$ cat src/shared/token_seq_pkg.sv
// Purpose: Shared constants for the token network packet sequencer
// Assumes: APB slave, 32-bit data, one aligned word per register
// Notes:   Commands use op in bits 2:0, page select f,nn in bits 5:3
package token_seq_pkg;
   // ==========================================================
   // Register byte offsets
   localparam logic [7:0] REG_STATUS = 8'h00;
   localparam logic [7:0] REG_MASK   = 8'h04;
   localparam logic [7:0] REG_CMD    = 8'h08;
   localparam logic [7:0] REG_CONFIG = 8'h0C;
   localparam logic [7:0] REG_NODE   = 8'h10;
   localparam logic [7:0] REG_DIAG   = 8'h14;
   // ==========================================================
   // Status, mask, command and config bit positions
   localparam int ST_TA     = 0;
   localparam int ST_TMA    = 1;
   localparam int ST_TTA    = 2;
   localparam int ST_TRI    = 3;
   localparam int ST_EXCESSIVE_NAK_FLAG = 4;
   localparam int ST_RI     = 7;
   localparam int MSK_TA    = 0;
   localparam int MSK_EXC   = 2;
   localparam int MSK_RI    = 7;
   localparam int CFG_LONG  = 3;
   localparam int CFG_CHAIN = 6;
   localparam int CMD_PAGE_LO = 3;
   localparam int CMD_OFS_BIT = 5;
   // ==========================================================
   // Command op codes (bits 2:0 of a command write)
   localparam logic [2:0] OP_DIS_TX = 3'h1;
   localparam logic [2:0] OP_DIS_RX = 3'h2;
   localparam logic [2:0] OP_EN_TX  = 3'h3;
   localparam logic [2:0] OP_EN_RX  = 3'h4;
   localparam logic [2:0] OP_CLR_TX = 3'h5;
   localparam logic [2:0] OP_CLR_RX = 3'h6;
   // ==========================================================
   // Page buffer layout
   localparam logic [10:0] SRC_OFS    = 11'h000;
   localparam logic [10:0] DST_OFS    = 11'h001;
   localparam logic [10:0] CNT_OFS    = 11'h002;
   localparam logic [10:0] LCNT_OFS   = 11'h003;
   localparam logic [10:0] PAGE_BYTES = 11'h200;
   localparam logic [10:0] HALF_BYTES = 11'h100;
   localparam logic [8:0]  SHORT_SPAN = 9'h100;
   localparam logic [9:0]  LONG_SPAN  = 10'h200;
   // ==========================================================
   // Reset values and counts
   localparam logic       TA_RST    = 1'b1;
   localparam logic       RI_RST    = 1'b1;
   localparam logic [7:0] CFG_RST   = 8'h00;
   localparam int         NAK_LIMIT_DEF = 128;
   typedef enum logic [3:0] {
      TX_IDLE = 4'b0001,
      TX_TOK  = 4'b0010,
      TX_FBE  = 4'b0100,
      TX_PKT  = 4'b1000
   } tx_state_t;
endpackage

$ cat src/design/token_seq.sv
// Purpose: Transmit/receive sequencing of a token network controller
// Assumes: Link events come from protocol logic on sys_clk
// Notes:   Buffer contents stay outside; only page bases and headers
//
// Overview of operation
// - Byte 0 source id, byte 1 destination id
// - Short packet: byte 2 is 256 minus length
// - Long packet: byte 2 zero, byte 3 512-N
// - Long enabled: byte 2 zero means long
// - Own node id written into source byte
// - Enable transmit clears available and acked bits
// - Non-broadcast: free-buffer enquiry first on token
// - ACK then send; packet ACK sets both bits
// - NAK: pass token, enquire again next time
// - Answer enquiry with NAK while receiver inhibited
// - Excessive NAK flag, interrupt when enabled
// - Disable transmitter abandons at next token
// - No enquiry answer: available set, acked clear
// - Noise answer: token is not passed on
// - Interrupt on transmit conclusion if unmasked
// - Enable receive clears inhibit, selects page
// - Set receiver inhibited once packet stored
// - Chaining only while config bit 6 set
// - Chaining queues two tx, two rx, statuses
// - Chaining masks act on done event bits
// - Page base is nn*512 plus f*256
// - Only clear-transmit/receive-interrupt pops done events
//
// Local design decisions: the APB slave port and the address map.
`timescale 1ns/10ps
module token_seq
   import token_seq_pkg::*;
#(
   parameter int NAK_LIMIT = NAK_LIMIT_DEF
) (
   // Clock, reset, enable
   input  wire logic        sys_clk,
   input  wire logic        rst_b,
   input  wire logic        ce,
   // APB slave
   input  wire logic        psel,
   input  wire logic        penable,
   input  wire logic        pwrite,
   input  wire logic [7:0]  paddr,
   input  wire logic [31:0] pwdata,
   output logic             pready,
   output logic [31:0]      prdata,
   output logic             pslverr,
   // Link events from protocol engine (one-cycle pulses)
   input  wire logic        token_in,
   input  wire logic        dest_is_bcast,
   input  wire logic        ack_in,
   input  wire logic        nak_in,
   input  wire logic        noise_in,
   input  wire logic        no_answer_in,
   input  wire logic        pkt_acked_in,
   input  wire logic        pkt_unanswered_in,
   input  wire logic        fbe_rx_in,
   input  wire logic        rx_done_in,
   // Header bytes of the packet being handled
   input  wire logic [7:0]  hdr_count,
   input  wire logic [7:0]  hdr_long_count,
   // Link requests (one-cycle pulses)
   output logic             send_fbe,
   output logic             send_pkt,
   output logic             pass_token,
   output logic             reply_ack,
   output logic             reply_nak,
   // Buffer addressing
   output logic             src_wr,
   output logic [10:0]      src_wr_addr,
   output logic [7:0]       src_wr_data,
   output logic [10:0]      tx_base,
   output logic [10:0]      rx_base,
   output logic             pkt_long,
   output logic [8:0]       info_len,
   output logic [8:0]       data_start,
   // Interrupt request
   output logic             irq
);
   if (NAK_LIMIT < 2 || NAK_LIMIT > 255) begin : g_chk
      $error("NAK_LIMIT must lie in 2..255");
   end
   localparam logic [7:0] NAK_LAST = 8'(NAK_LIMIT - 1);

   // ==========================================================
   // State
   typedef struct packed {
      tx_state_t   txs;
      logic        ta;
      logic        transmit_message_acked;
      logic        ri;
      logic [7:0]  mask;
      logic [7:0]  cfg;
      logic [7:0]  node;
      logic [1:0]  txv;
      logic [2:0]  txp0;
      logic [2:0]  txp1;
      logic [1:0]  cancel;
      logic [1:0]  rxv;
      logic [2:0]  rxp0;
      logic [2:0]  rxp1;
      logic [1:0]  tta_n;
      logic [1:0]  tta_ok;
      logic [1:0]  tri_n;
      logic [7:0]  nak_n;
      logic        excessive_nak_flag;
      logic        pready;
      logic        pslverr;
      logic [31:0] prdata;
      logic        send_fbe;
      logic        send_pkt;
      logic        pass_token;
      logic        reply_ack;
      logic        reply_nak;
      logic        src_wr;
      logic [10:0] src_wr_addr;
      logic [10:0] tx_base;
      logic [10:0] rx_base;
      logic        pkt_long;
      logic [8:0]  info_len;
      logic [8:0]  data_start;
      logic        irq;
   } state_t;

   state_t q;
   state_t d;

   // ==========================================================
   // Helpers
   function automatic logic [10:0] page_addr(input logic [2:0] fnn);
      page_addr = 11'(fnn[1:0] * PAGE_BYTES) + (fnn[2] ? HALF_BYTES : 11'h000);
   endfunction

   function automatic logic mapped(input logic [7:0] a);
      mapped = (a == REG_STATUS) || (a == REG_MASK) || (a == REG_CMD) ||
               (a == REG_CONFIG) || (a == REG_NODE) || (a == REG_DIAG);
   endfunction

   // ==========================================================
   // Next state
   always_comb begin
      logic       chain;
      logic       wr;
      logic       rd_setup;
      logic [2:0] op;
      logic [2:0] fnn;
      logic       done;
      logic       done_ok;
      logic       tx_clr;
      logic       rx_clr;
      logic [1:0] n_after;
      logic       long_pkt;
      logic [7:0] st;
      d        = q;
      chain    = q.cfg[CFG_CHAIN];
      wr       = psel && penable && q.pready && pwrite;
      rd_setup = psel && !penable;
      op       = pwdata[2:0];
      fnn      = pwdata[CMD_OFS_BIT:CMD_PAGE_LO];
      done     = 1'b0;
      done_ok  = 1'b0;
      tx_clr   = 1'b0;
      rx_clr   = 1'b0;
      n_after  = 2'h0;
      long_pkt = 1'b0;
      st       = 8'h00;

      d.send_fbe   = 1'b0;
      d.send_pkt   = 1'b0;
      d.pass_token = 1'b0;
      d.reply_ack  = 1'b0;
      d.reply_nak  = 1'b0;
      d.src_wr     = 1'b0;

      // APB: zero wait states, ready rises in the access cycle
      d.pready  = rd_setup;
      d.pslverr = rd_setup && !mapped(paddr);

      // Register writes and commands
      if (wr && paddr == REG_MASK)
         d.mask = pwdata[7:0];
      if (wr && paddr == REG_CONFIG)
         d.cfg = pwdata[7:0];
      if (wr && paddr == REG_NODE)
         d.node = pwdata[7:0];
      if (wr && paddr == REG_DIAG)
         d.excessive_nak_flag = 1'b0;
      if (wr && paddr == REG_CMD) begin
         unique case (op)
            OP_EN_TX: begin
               d.ta    = 1'b0;
               d.transmit_message_acked   = 1'b0;
               d.nak_n = 8'h00;
               if (chain && q.txv[0]) begin
                  d.txv[1] = 1'b1;
                  d.txp1   = fnn;
               end else begin
                  d.txv[0] = 1'b1;
                  d.txp0   = fnn;
               end
            end
            OP_EN_RX: begin
               d.ri = 1'b0;
               if (chain && q.rxv[0]) begin
                  d.rxv[1] = 1'b1;
                  d.rxp1   = fnn;
               end else begin
                  d.rxv[0] = 1'b1;
                  d.rxp0   = fnn;
               end
            end
            OP_DIS_TX: begin
               // Acted on at the next token, oldest entry first
               if (q.cancel != 2'h2)
                  d.cancel = q.cancel + 2'h1;
            end
            OP_DIS_RX: begin
               d.rxv  = {1'b0, q.rxv[1]};
               d.rxp0 = q.rxp1;
               if (!q.rxv[1])
                  d.ri = 1'b1;
            end
            OP_CLR_TX: tx_clr = chain && q.tta_n != 2'h0;
            OP_CLR_RX: rx_clr = chain && q.tri_n != 2'h0;
            default: ;
         endcase
      end

      // Transmit sequencer
      unique case (q.txs)
         TX_IDLE: begin
            if (d.txv[0])
               d.txs = TX_TOK;
         end
         TX_TOK: begin
            if (token_in) begin
               if (q.cancel != 2'h0) begin
                  done         = 1'b1;
                  d.cancel     = q.cancel - 2'h1;
                  d.pass_token = 1'b1;
               end else if (dest_is_bcast) begin
                  d.send_pkt = 1'b1;
                  d.src_wr   = 1'b1;
                  d.txs      = TX_PKT;
               end else begin
                  d.send_fbe = 1'b1;
                  d.txs      = TX_FBE;
               end
            end
         end
         TX_FBE: begin
            if (ack_in) begin
               d.send_pkt = 1'b1;
               d.src_wr   = 1'b1;
               d.txs      = TX_PKT;
            end else if (nak_in) begin
               d.pass_token = 1'b1;
               d.txs        = TX_TOK;
               if (q.nak_n == NAK_LAST)
                  d.excessive_nak_flag = 1'b1;
               else
                  d.nak_n = q.nak_n + 8'h01;
            end else if (no_answer_in) begin
               done         = 1'b1;
               d.pass_token = 1'b1;
            end else if (noise_in) begin
               // Hold the token back; the ring reconfigures around us
               d.txs = TX_TOK;
            end
         end
         TX_PKT: begin
            if (pkt_acked_in || pkt_unanswered_in) begin
               done         = 1'b1;
               done_ok      = pkt_acked_in;
               d.pass_token = 1'b1;
            end
         end
         default: d.txs = TX_IDLE;
      endcase

      if (done) begin
         d.txv   = {1'b0, d.txv[1]};
         d.txp0  = d.txp1;
         d.nak_n = 8'h00;
         d.txs   = TX_IDLE;
         d.ta    = chain ? !d.txv[0] : 1'b1;
         d.transmit_message_acked   = done_ok;
      end

      // Done events in chaining mode; a clear applies before a completion in the same cycle
      n_after = q.tta_n - {1'b0, tx_clr};
      d.tta_ok = tx_clr ? {1'b0, q.tta_ok[1]} : q.tta_ok;
      if (done && chain && n_after != 2'h2) begin
         d.tta_ok[n_after[0]] = done_ok;
         n_after = n_after + 2'h1;
      end
      d.tta_n = n_after;

      // Receive side
      d.reply_nak = fbe_rx_in && q.ri;
      d.reply_ack = fbe_rx_in && !q.ri;
      n_after = q.tri_n - {1'b0, rx_clr};
      if (rx_done_in && q.rxv[0]) begin
         d.rxv  = {1'b0, d.rxv[1]};
         d.rxp0 = d.rxp1;
         d.ri   = chain ? !d.rxv[0] : 1'b1;
         if (chain && n_after != 2'h2)
            n_after = n_after + 2'h1;
      end
      d.tri_n = n_after;

      // Page bases and header decode
      d.tx_base     = page_addr(d.txp0);
      d.rx_base     = page_addr(d.rxp0);
      d.src_wr_addr = d.tx_base + SRC_OFS;
      long_pkt      = q.cfg[CFG_LONG] && hdr_count == 8'h00;
      d.pkt_long    = long_pkt;
      d.info_len    = long_pkt ? 9'(LONG_SPAN - {2'b00, hdr_long_count})
                               : SHORT_SPAN - {1'b0, hdr_count};
      d.data_start  = long_pkt ? {1'b0, hdr_long_count} : {1'b0, hdr_count};

      // Interrupt: done events in chaining, levels otherwise; the excessive NAK flag is a level in both
      if (d.cfg[CFG_CHAIN])
         d.irq = (d.mask[MSK_TA] && d.tta_n != 2'h0) ||
                 (d.mask[MSK_RI] && d.tri_n != 2'h0);
      else
         d.irq = (d.mask[MSK_TA] && d.ta) ||
                 (d.mask[MSK_RI] && d.ri);
      d.irq = d.irq || (d.mask[MSK_EXC] && d.excessive_nak_flag);

      // Read data captured in the setup cycle
      st[ST_TA]     = q.ta;
      st[ST_TMA]    = chain ? q.tta_ok[0] : q.transmit_message_acked;
      st[ST_TTA]    = q.tta_n != 2'h0;
      st[ST_TRI]    = q.tri_n != 2'h0;
      st[ST_EXCESSIVE_NAK_FLAG] = q.excessive_nak_flag;
      st[ST_RI]     = q.ri;
      d.prdata = 32'h0000_0000;
      if (rd_setup && !pwrite) begin
         unique case (paddr)
            REG_STATUS: d.prdata = {24'h00_0000, st};
            REG_MASK:   d.prdata = {24'h00_0000, q.mask};
            REG_CONFIG: d.prdata = {24'h00_0000, q.cfg};
            REG_NODE:   d.prdata = {24'h00_0000, q.node};
            REG_DIAG:   d.prdata = {27'h000_0000, q.excessive_nak_flag, 4'h0};
            default:    d.prdata = 32'h0000_0000;
         endcase
      end

      if (!rst_b) begin
         d      = '0;
         d.txs  = TX_IDLE;
         d.ta   = TA_RST;
         d.ri   = RI_RST;
         d.cfg  = CFG_RST;
      end
   end

   always_ff @(posedge sys_clk) begin
      if (!rst_b || ce)
         q <= d;
   end

   // ==========================================================
   // Outputs straight from the state register
   assign pready      = q.pready;
   assign prdata      = q.prdata;
   assign pslverr     = q.pslverr;
   assign send_fbe    = q.send_fbe;
   assign send_pkt    = q.send_pkt;
   assign pass_token  = q.pass_token;
   assign reply_ack   = q.reply_ack;
   assign reply_nak   = q.reply_nak;
   assign src_wr      = q.src_wr;
   assign src_wr_addr = q.src_wr_addr;
   assign src_wr_data = q.node;
   assign tx_base     = q.tx_base;
   assign rx_base     = q.rx_base;
   assign pkt_long    = q.pkt_long;
   assign info_len    = q.info_len;
   assign data_start  = q.data_start;
   assign irq         = q.irq;
endmodule

$ cat config.mk
export PLATFORM = sky130hd
export DESIGN_NAME = token_seq
export DESIGN_NICKNAME = d
export VERILOG_FILES = /design/src/shared/token_seq_pkg.sv /design/src/design/token_seq.sv
export SDC_FILE = /design/constraint.sdc
export NUM_CORES = 1
export LEC_CHECK = 0
export BUFFER_PORTS_ARGS = -buffer_cell sky130_fd_sc_hd__clkbuf_2
export CAP_MARGIN = 10
export CORE_MARGIN = 4
export CORE_UTILIZATION = 35
export CTS_CLUSTER_DIAMETER = 120
export DETAILED_ROUTE_END_ITERATION = 7
export PLACE_DENSITY = 0.65
export SLEW_MARGIN = 20
export SYNTH_ARGS = -nofsm -noshare
export SYNTH_HDL_FRONTEND = slang
export SYNTH_SLANG_ARGS = --single-unit
$ cat constraint.sdc
create_clock -name sys_clk -period 3.4 [get_ports sys_clk]
set_clock_uncertainty 0.2 [all_clocks]
set_input_delay 0.34 -clock sys_clk [delete_from_list [all_inputs] [get_ports sys_clk]]
set_output_delay 0.34 -clock sys_clk [all_outputs]
set_load 0.1 [all_outputs]
Word-level counts from Yosys, hierarchy flattened
Index checks and enable logic that the tools add are counted.
{"block": "word_totals", "reg_bits": 146, "latchBits": 0, "ram_bits": 0, "romBits": 0, "mem_count": 0}
{"block": "classes", "add_sub_neg": 11, "mul": 0, "div": 0, "magnitude_cmp": 2, "n_eq_ne": 33, "n_shift": 0, "n_mux": 85, "n_bitwise": 3, "reduce_logical": 62}
{"operator": "$mux W8", "n": 8}
{"operator": "$mux W9", "n": 6}
{"operator": "$mux W4", "n": 12}
{"operator": "$pmux W8 S5", "n": 1}
{"operator": "$mux W1", "n": 31}
{"operator": "$logic_and A1 B1 Y1", "n": 28}
{"operator": "$mux W2", "n": 13}
{"operator": "$add A11 B9 Y11", "n": 2}
{"operator": "$mux W18", "n": 1}
{"operator": "$eq A8 B4 Y1 const B", "n": 2}
{"operator": "$eq A8 B5 Y1 const B", "n": 2}
{"operator": "$logic_not A8 Y1", "n": 2}
{"operator": "$ne A4 B4 Y1 const B", "n": 4}
{"operator": "$pmux W4 S4", "n": 1}
{"operator": "$mux W3", "n": 4}
{"operator": "$ne A6 B6 Y1 const B", "n": 2}
{"operator": "$logic_or A1 B1 Y1", "n": 10}
{"operator": "$pmux W5 S2", "n": 1}
{"operator": "$reduce_bool A2 Y1", "n": 5}
{"operator": "$eq A3 B3 Y1 const B", "n": 3}
{"operator": "$ne A3 B1 Y1 const B", "n": 3}
{"operator": "$sub A1 B8 Y9 const A", "n": 1}
{"operator": "$sub A9 B8 Y9 const A", "n": 1}
{"operator": "$add A8 B1 Y8 const B", "n": 1}
{"operator": "29 further kinds", "n": 52}

Longest topological paths before layout
Gate-level depths: netlist (run 1).
{"block": "logic_depth", "ltp_word": 15, "depth_mapped": 14, "ltp_nobuf": 12}

Worst setup path before layout (run 1)
OpenSTA, ideal clock, no wires.
{"block": "synth_timing", "path_kind": "register to register", "from": "register q, in the netlist pready", "to": "register q, in the netlist irq (data pin)", "setup_time_ps": 266, "t_arrival_ps": 3129, "required_time_ps": 2934, "slack_ps": -196, "stages_incl_launch_ff": 14, "path_buffers": 2, "cell_sequence": "edfxtp_1 and4_1 clkbuf_1 and4_1 buf_2 nand4_1 inv_1 ha_1 ha_1 nand2b_1 o21ba_2 a311oi_1 o31ai_1 nand4_1"}
{"block": "synth_between", "elab_chain_cells": 14, "word_cells_on_any_way": 45, "classes_between": "add/sub: 4; eq/ne: 2; mux: 19; reduce/logical: 20"}
{"element": "start, declared", "line": "token_seq.sv:126", "rtl": "state_t q;"}
{"element": "start signal, assigned", "line": "token_seq.sv:362", "rtl": "q <= d;"}
{"element": "$logic_and A1 B1 Y1 * (2 in a row)", "line": "token_seq.sv:157", "rtl": "wr = psel && penable && q.pready && pwrite;"}
{"element": "parallel branches: the longest is 11 deep, another holds $sub A2 B1 Y2"}
{"element": "$logic_or A1 B1 Y1 *", "line": "token_seq.sv:330", "rtl": "d.irq = d.irq || (d.mask[MSK_EXC] && d.excessive_nak_flag);"}
Every way passes the cells marked *. The select of a mux whose other input is x is not followed.
A chain may end at the register's enable or synchronous reset.

Worst setup path after layout (run 1)
{"block": "layout_timing", "from": "register q[154] (netlist name)", "to": "register q[156] (netlist name) (data pin)"}
{"block": "layout_between", "elab_chain_cells": 3, "word_cells_on_any_way": 7, "classes_between": "eq/ne: 4; mux: 2; reduce/logical: 1"}
{"element": "$eq A4 B4 Y1, or another cell as far along", "line": "token_seq.sv:231", "rtl": "unique case (q.txs)"}
{"element": "$pmux W1 S3", "line": "token_seq.sv:231"}
{"element": "$reduce_or A2 Y1 (no source line)"}
Parallel ways exist; a longest one is shown, timed or not.

==> flow_summary.ini, run 1 <==
[outcome]
status = finished clean

[global_routing]
grt_usage_pct = 14.2
grt_overflow = 0
grt_util_met2_pct = 23.0
grt_max_degree = 44
grt-busiest-layer = met2
grt_pass1_wl_mm = 22.5
grt_pass1_vias = 4320
grt_use_met3_pct = 3.70
antenna_found_initial = 0
use_met1_pct = 18.9

[placement]
portBuffers = 99
dpl-instance-area_um2 = 6510
dp_slack_ns = 0.236
globalplace.congestion = 0.827
dp_hpwl_mm = 10.7
post-place-cells = 915

[synth]
ys_seq_elements = 97
ys_seq_area_share_pct = 46.9
synth_edf_count = 97
synth_cells = 643
dominantRegCellSynth = edfxtp_1
postSynth.asyncResetShare_pct = 0
avgSynthCellArea_um2 = 9.66
synth_area_um2 = 6210
synth_cell_types = 62
yosys_warnings = 0

[clocking]
cts_made_buffers = 9
cts_tree = done
clk_latency_ns = 0.35
htree_num_levels = 3
cts_hold_buf = 0
root_buffer = clkbuf_16
cts_setup_buffers = 0
cts_sinks = 97
clkTransAtPathRegs_ns = 0.06
post_cts_resized = 0
cts_buffer_depth = 2

[setup_path]
cp_max_fo = 13
endpoint_kind = flip-flop
worstSetupPathDepth = 6
required_ns = 3.30
crit_arrival_ns = 2.78
crit_family = simple AND/OR/NAND/NOR gates
worstSetupPathType = flip-flop to flip-flop
crit_chain = or4b_4, nor4b_4, nor2_2, nand2_1, or3_1, nor2_1
setup.worst_path.start_class = flip-flop
cp_slowest_cell = or4b_4
slowest_delay_ns = 0.63
rr_worst_depth = 6
path_buf_inv = 0

[timing]
fmax_mhz = 348
worst_pin_slew_ns = 0.592
rsz0062_at_grt = no
setup_viol = 0
hold_violations = 0
fin_crit_ns = 2.87
finalMaxSlewViolations = 0
setup_ws_ns = 0.525
slew-limit-headroom_pct = 60.6
finalCritPeriodShare_pct = 84.5
fin_hold_ws_ns = 0.112

[die]
die_width_um = 141
die_height_um = 141
io_pins = 173
start_util_pct = 35.8
die-area_um2 = 19900
design.core.area_um2 = 17400
placementRows = 48

[finish]
final_util_pct = 39.3
syn_to_final_growth_pct = 9.75
n_antenna_cell = 0
stdcell_area_um2 = 6810
layout_commonest_cell = clkbuf_2
layout_common_cells = clkbuf_2, edfxtp_1, nor2_1
fill_cells = 1753
final_nets = 781
stdcell_count = 930
drive_gt1_share_pct = 21.0

[hold_path]
holdPathStages = 2
hp-class = input pin to flip-flop

[drt]
wl_per_cell_um = 15.6
drtAntennaViolNets = 0
dr.first_iter.drc_count = 278
viasPerCell = 4.92
vias = 4571
wirelength_mm = 14.5
drc = 0
drt-pass1-iter-count = 4

[power_and_ir_drop]
power.leakage_nw = 2.76
power_density_nw_per_um2 = 517
ir_drop_mv = 0.263

[flow_run]
drv_cap = 0
## logic make-up (layout without fill, tap and decap cells)
kind of cell	Yosys count	after routing	synth area share [%]
and+or+nand+nor	243	243	19.9
DFF	97	97	46.9
buffers and inverters	145	159	14.6
other	1	49	0.0604
AOI/OAI and AO/OA	113	113	11.4
muxes	20	20	3.28
xor gates and xnor gates	16	16	2.26
adders and majority gates	8	8	1.61
## worst paths after layout
path                 start      to  slack, ns
max                 q[154]  q[156]       0.53
min          dest_is_bcast  q[155]       0.11
max reg2reg         q[154]  q[156]       0.53
min reg2reg         q[120]  q[120]       0.39
## power breakdown
group	internal, mW	switching [mW]
clock	0.638	0.431
combinational	0.158	0.805
sequential	1.42	0.0692
total	2.22	1.30
## cells in the mapped netlist (all sizes together) (2+ instances only)
library cell | count | area share (%)
a211oi | 10 | 1.2
a21boi | 2 | 0.24
a21oi | 46 | 3.7
a221oi | 3 | 0.42
a22oi | 9 | 1.1
a311oi | 2 | 0.28
a31oi | 4 | 0.40
and2 | 8 | 0.81
and3 | 9 | 0.91
and4 | 3 | 0.42
buf | 101 | 12
clkbuf | 14 | 0.85
edfxtp | 97 | 47
ha | 8 | 1.6
inv | 30 | 1.8
mux2 | 3 | 0.54
mux2i | 17 | 2.7
nand2 | 60 | 3.6
nand2b | 10 | 1.0
nand3 | 11 | 0.89
nand3b | 4 | 0.48
nand4 | 7 | 0.71
nor2 | 72 | 4.4
nor2b | 4 | 0.40
nor3 | 26 | 2.2
nor3b | 3 | 0.36
nor4 | 5 | 0.60
nor4b | 5 | 0.95
o211ai | 2 | 0.24
o21ai | 19 | 1.6
o21bai | 3 | 0.36
o22ai | 2 | 0.20
o31ai | 2 | 0.24
or2 | 2 | 0.20
or3 | 6 | 0.60
or3b | 3 | 0.42
or4b | 4 | 0.71
xnor2 | 9 | 1.3
xor2 | 7 | 0.99
## registers in the layout (all words and copies together), names as in the netlist, 7 cells and up
register,cells
data_start,7
info_len,9
prdata,8
q,54
src_wr_data,8
## layout make-up
class / count / area [um2] / area share [%]
timing repair buffer: 114 / 608 / 8.92
inverter: 30 / 113 / 1.65
sequential: 97 / 2910 / 42.7
clock inverter: 4 / 68.8 / 1.01
tap: 225 / 282 / 4.13
clock buffer: 11 / 233 / 3.42
multi-input combinational: 449 / 2600 / 38.1
## through the flow
step	total power [mW]	TNS, ns
CTS	3.55	0
global placement	2.47	0
finish	3.52	0
floorplan	2.41	-0.0626
global route	3.66	0
detailed placement	2.48	0
## metal layers
layer | wire (um) | share of wire [%]
met5 | 0 | 0
met1 | 6430 | 44
met4 | 182 | 1.3
met3 | 970 | 6.7
met2 | 6960 | 48
Power figures use the tool's default switching activity.
==> inputs of run 2 (changes only) <==
clock period = 2.65 ns   (was 3.4 ns; I/O delays follow)
==> run 2 against run 1 <==
Compared with the run above:
- highest routed layer unchanged
- total power up 29%
- utilization up 2.6 points
- via count up 4.9%
- register-to-register slack worse by 0.51 ns
- non-clock buffer count up 43
- fmax up 9.1%
==> flow_summary.ini, run 2 (synthesized netlist as in run 1, its figures left out) <==
[power_and_ir_drop]
ir_drop_mv = 0.341
p_clk_share_pct = 28.9
internal_power_mw = 2.80
p_sw_share_pct = 38.2
p_sw_mw = 1.73
pwr-share-seq_pct = 41.9
power_density_nw_per_um2 = 624
p_comb_share_pct = 29.3
power.leakage_nw = 3.00

[clocking]
cts_buffer_depth = 2
clkTransAtPathRegs_ns = 0.07
cts_hold_buf = 0
cts_tree = done
cts_sinks = 97
htree_num_levels = 3
cts_made_buffers = 9
clk_latency_ns = 0.35
root_buffer = clkbuf_16

[global_routing]
grt_usage_pct = 15.2
grt_overflow = 0
grt_pass1_wl_mm = 24.1
grt_pass1_vias = 4660
grt_max_degree = 52
antenna_found_initial = 0

[finish]
regArea_um2 = 2910
regMostFlops = q
final_util_pct = 41.9
multiInputGateArea_um2 = 2720
n_antenna_cell = 0
largest_register_ffs = 54
final_nets = 824
layout_common_cells = clkbuf_2, edfxtp_1, nor2_1
fill_cells = 1696
drive_gt1_share_pct = 29.0
layout_commonest_cell = clkbuf_2
syn_to_final_growth_pct = 17.1

[drt]
drc = 0
wl_per_cell_um = 15.7
wirelength_mm = 15.3
vias = 4796
drtAntennaViolNets = 0
viasPerCell = 4.92
dr.first_iter.drc_count = 368
drt-pass1-iter-count = 5

[die]
design.core.area_um2 = 17400
die-area_um2 = 19900
start_util_pct = 35.8
die_width_um = 141
io_pins = 173
die_height_um = 141
placementRows = 48

[timing]
setup_viol = 0
finalCritPeriodShare_pct = 99.4
rsz0062_at_grt = yes
slew-limit-headroom_pct = 51.0
fin_crit_ns = 2.64
worst_pin_slew_ns = 0.735
finalMaxSlewViolations = 0
fmax_mhz = 379
hold_violations = 0
fin_hold_ws_ns = 0.0312

[placement]
globalplace.congestion = 0.894
portBuffers = 99
dp_hpwl_mm = 11.3

[setup_path]
setup.worst_path.start_class = flip-flop
required_ns = 2.53
endpoint_kind = flip-flop
crit_arrival_ns = 2.52
cp_max_fo = 5
worstSetupPathType = flip-flop to flip-flop

[hold_path]
hp-class = input pin to flip-flop

[flow_run]
drv_cap = 0

[outcome]
status = finished clean
-- run 2: changes by cell type in the layout (fill, tap and decap cells not counted), moves of 3 or more --
cell,previous run,this run
a211oi_1,10,6
a211oi_2,0,4
a21oi_1,46,43
a21oi_2,0,3
buf_4,15,56
nor3_1,25,22
-- run 2: area by class of cell --
class / instances / share of cell area [%]
clock buffer: 10 / 3.15
clock inverter: 6 / 0.809
inverter: 30 / 1.60
multi-input combinational: 449 / 37.4
sequential: 97 / 40.1
tap: 225 / 3.87
timing repair buffer: 157 / 13.1
-- run 2: through the flow --
stage | TNS [ns] | setup slack, ns | instances | total power, mW | instance area, um2
floorplan | -5.85 | -0.782 | 691 | 3.10 | 6500
global placement | -0.734 | -0.187 | 956 | 3.24 | 6930
global route | -0.278 | -0.0868 | 974 | 4.71 | 7270
finish | 0 | 0.0148 | 974 | 4.54 | 7270
CTS | -0.000967 | -0.000967 | 972 | 4.55 | 7230
detailed placement | -1.10 | -0.265 | 956 | 3.25 | 6930
-- run 2: routing by layer --
layer / global-route usage, % / part of all wire, %
met1: 20.8 / 45
met2: 24.3 / 47
met3: 2.95 / 5.6
met4: 4.69 / 2.1
met5: 0 / 0
-- run 2: final timing paths --
path	startpoint	endpoint	slack, ns	depth (start not counted)
worst max-delay path	pready	irq	0.01	11
worst min-delay path	dest_is_bcast	send_fbe	0.03	2
worst max register to register	pready	irq	0.01	11
worst min register to register	q[119]	q[119]	0.40	2
-- run 2: power by group through the flow --
stage | Sequential [mW] | Clock, mW | Combinational (mW)
final | 1.90 | 1.31 | 1.33
after global placement | 1.93 | 0 | 1.31
after CTS | 1.90 | 1.33 | 1.32
after detailed placement | 1.93 | 0 | 1.32
after floorplan | 1.97 | 0 | 1.13
after global routing | 1.91 | 1.41 | 1.39
-- run 2: what timing repair did --
action,CTS,global route
hold endpoints to repair,0,0
resized for setup,3,7
setup endpoints to repair,2,5
pin swaps,0,4
buffers inserted,0,2
-- run 2: critical path, stage by stage, from the launching register on --
cell and delay (ns):
edfxtp_1 0.37, and4_4 0.24, and4_4 0.21, nand4_1 0.13, inv_1 0.12, ha_4 0.14
xor2_2 0.17, ha_2 0.19, nand2b_4 0.13, o21ba_4 0.18, o31ai_2 0.19, nand4_1 0.10
==> inputs of run 3 (changes only) <==
GPL_TIMING_DRIVEN = 0   (was unset)
PLACE_DENSITY = 0.67   (was 0.65)
clock period = 2.1 ns   (was 2.65 ns; I/O delays follow)
==> run 3 against run 2 <==
Compared with the run above:
- the flow now finishes with violations (setup timing)
- critical path depth grew 1
- register-to-register slack got worse by 0.76 ns
- sequential power increased by 26%
- fmax down 7.4%
- critical path type unchanged
- combinational power up 53%
- worst hold slack worse by 0.015 ns
- utilization is 9.2 points higher
- flip-flop and latch count stayed put
- die area unchanged
- via count up 13%
- critical endpoint unchanged
==> flow_summary.ini, run 3 (synthesized netlist as in run 1, its figures left out) <==
[outcome]
status = complete, but fails checks
violations = setup timing

[clocking]
cts_sinks = 97
root_buffer = clkbuf_16
cts_tree = done
cts_buffer_depth = 2
htree_num_levels = 3
clkTransAtPathRegs_ns = 0.07
clk_latency_ns = 0.36
cts_made_buffers = 9

[finish]
final_nets = 941
regMostFlops = q
fill_cells = 1520
layout_commonest_cell = buf_4
largest_register_ffs = 54
layout_common_cells = buf_4, edfxtp_1, clkbuf_2
drive_gt1_share_pct = 45.4
syn_to_final_growth_pct = 43.0
stdcell_count = 1092

[setup_path]
worstSetupPathType = flip-flop to flip-flop
crit_chain = and4_4, and4_4, nand4_1, inv_2, ha_4, xor2_4, ha_2, nand2b_4, o21ba_4, a311oi_4, o31ai_4, nand4_1
crit_family = simple AND/OR/NAND/NOR gates
r2r_slack_ns = -0.75
cp_slowest_cell = edfxtp_1
required_ns = 2.11
path_buf_inv = 1
endpoint_kind = flip-flop
setup.worst_path.start_class = flip-flop
slowest_delay_ns = 0.35
crit_arrival_ns = 2.85
cp_max_fo = 4

[hold_path]
hp-class = input pin to flip-flop

[global_routing]
grt_usage_pct = 16.5
antenna_found_initial = 0
grt_pass1_wl_mm = 26.1
grt_overflow = 0
grt_max_degree = 33
grt_pass1_vias = 5076

[timing]
slew-limit-headroom_pct = 43.6
finalCritPeriodShare_pct = 135
fmax_mhz = 351
finalMaxSlewViolations = 0
hold_violations = 0
fin_crit_ns = 2.85
setup_ws_ns = -0.745
rsz0062_at_grt = yes
worst_pin_slew_ns = 0.846
setup_viol = 47

[drt]
vias = 5429
dr.first_iter.drc_count = 435
drc = 0
drtAntennaViolNets = 0
wirelength_mm = 17.7
wl_per_cell_um = 16.2
drt-pass1-iter-count = 5
viasPerCell = 4.97

[die]
design.core.area_um2 = 17400
die_height_um = 141
start_util_pct = 35.8
die-area_um2 = 19900
io_pins = 173
placementRows = 48
die_width_um = 141

[power_and_ir_drop]
ir_drop_mv = 0.450
power_density_nw_per_um2 = 701
power.leakage_nw = 3.72

[flow_run]
drv_cap = 0

[placement]
post-place-cells = 1014
dp_slack_ns = -1.16
portBuffers = 96
globalplace.congestion = 0.827
dp_hpwl_mm = 11.6
==> run 3: cell types whose count changed in the layout (fill, tap and decap cells not counted), moves of 7 or more <==
cell	previous run	this run
nor3_1	22	14
clkbuf_1	1	8
nor2_1	69	62
buf_4	56	132
o21ai_0	16	9
buf_6	0	20
a21oi_2	3	13
mux2i_1	17	9
a21oi_1	43	30
==> run 3: layout make-up <==
cell class / count / area (um2) / share of cell area [%]
multi-input cells: 450 / 3290 / 37.1
repair buffers: 163 / 1110 / 12.5
clock buffers: 9 / 225 / 2.54
inverters: 30 / 141 / 1.59
well taps: 225 / 282 / 3.17
clock inverters: 7 / 85.1 / 0.959
flip-flops and latches: 97 / 2910 / 32.8
plain buffers: 110 / 823 / 9.28
diodes: 1 / 2.50 / 0.0282
==> run 3: per-layer routing <==
layer | share of wire (%) | GRT usage (%) | up-vias
met5 | 0 | 0 | -
met4 | 2.4 | 7.24 | 0
met3 | 6.2 | 2.07 | 30
met2 | 51 | 28.2 | 218
met1 | 40 | 20.9 | 2582
li1 | - | - | 2599
==> run 3: repair_timing <==
action,4_1_cts,5_1_grt
endpoints found under the setup margin,77,91
hold endpoints to repair,5,0
buffers inserted,41,25
pin swaps,34,27
resized for setup,85,64
hold buffers,4,0
gates cloned,1,1
==> run 3: worst min-delay path: stages <==
cell and delay, ns:
clkbuf_2 0.13, a21oi_2 0.04, nor2_1 0.08
==> run 3: worst paths after layout <==
check | cells past startpoint | end | startpoint
worst max-delay path | 12 | irq | pready
worst min-delay path | 3 | data_start[2] | hdr_count[2]
worst max register to register | 12 | irq | pready
worst min register to register | 2 | prdata[4] | src_wr_data[4]
==> run 3: report_power, final <==
group	switching, mW	internal, mW	leakage, nW
combinational	1.49	0.556	2.54
clock	0.752	1.03	0.150
sequential	0.0996	2.30	1.04
==> run 3: metrics by stage <==
| step | area [um2] | setup TNS, ns | hold WS, ns | utilization [%] | power (mW) |
|---|---|---|---|---|---|
| 2_1_floorplan | 6670 | -33.84 | 0.201 | - | 3.94 |
| 3_3_place_gp | 7430 | -83.74 | 0.347 | 42.8 | 4.21 |
| 3_5_place_dp | 7470 | -40.67 | 0.350 | 43.1 | 4.23 |
| 4_1_cts | 8530 | -17.27 | 0.0104 | 49.2 | 6.14 |
| 5_1_grt | 8870 | -16.44 | 0.0462 | 51.1 | 6.41 |
| 6_report | 8880 | -12.72 | 0.0158 | 51.1 | 6.22 |
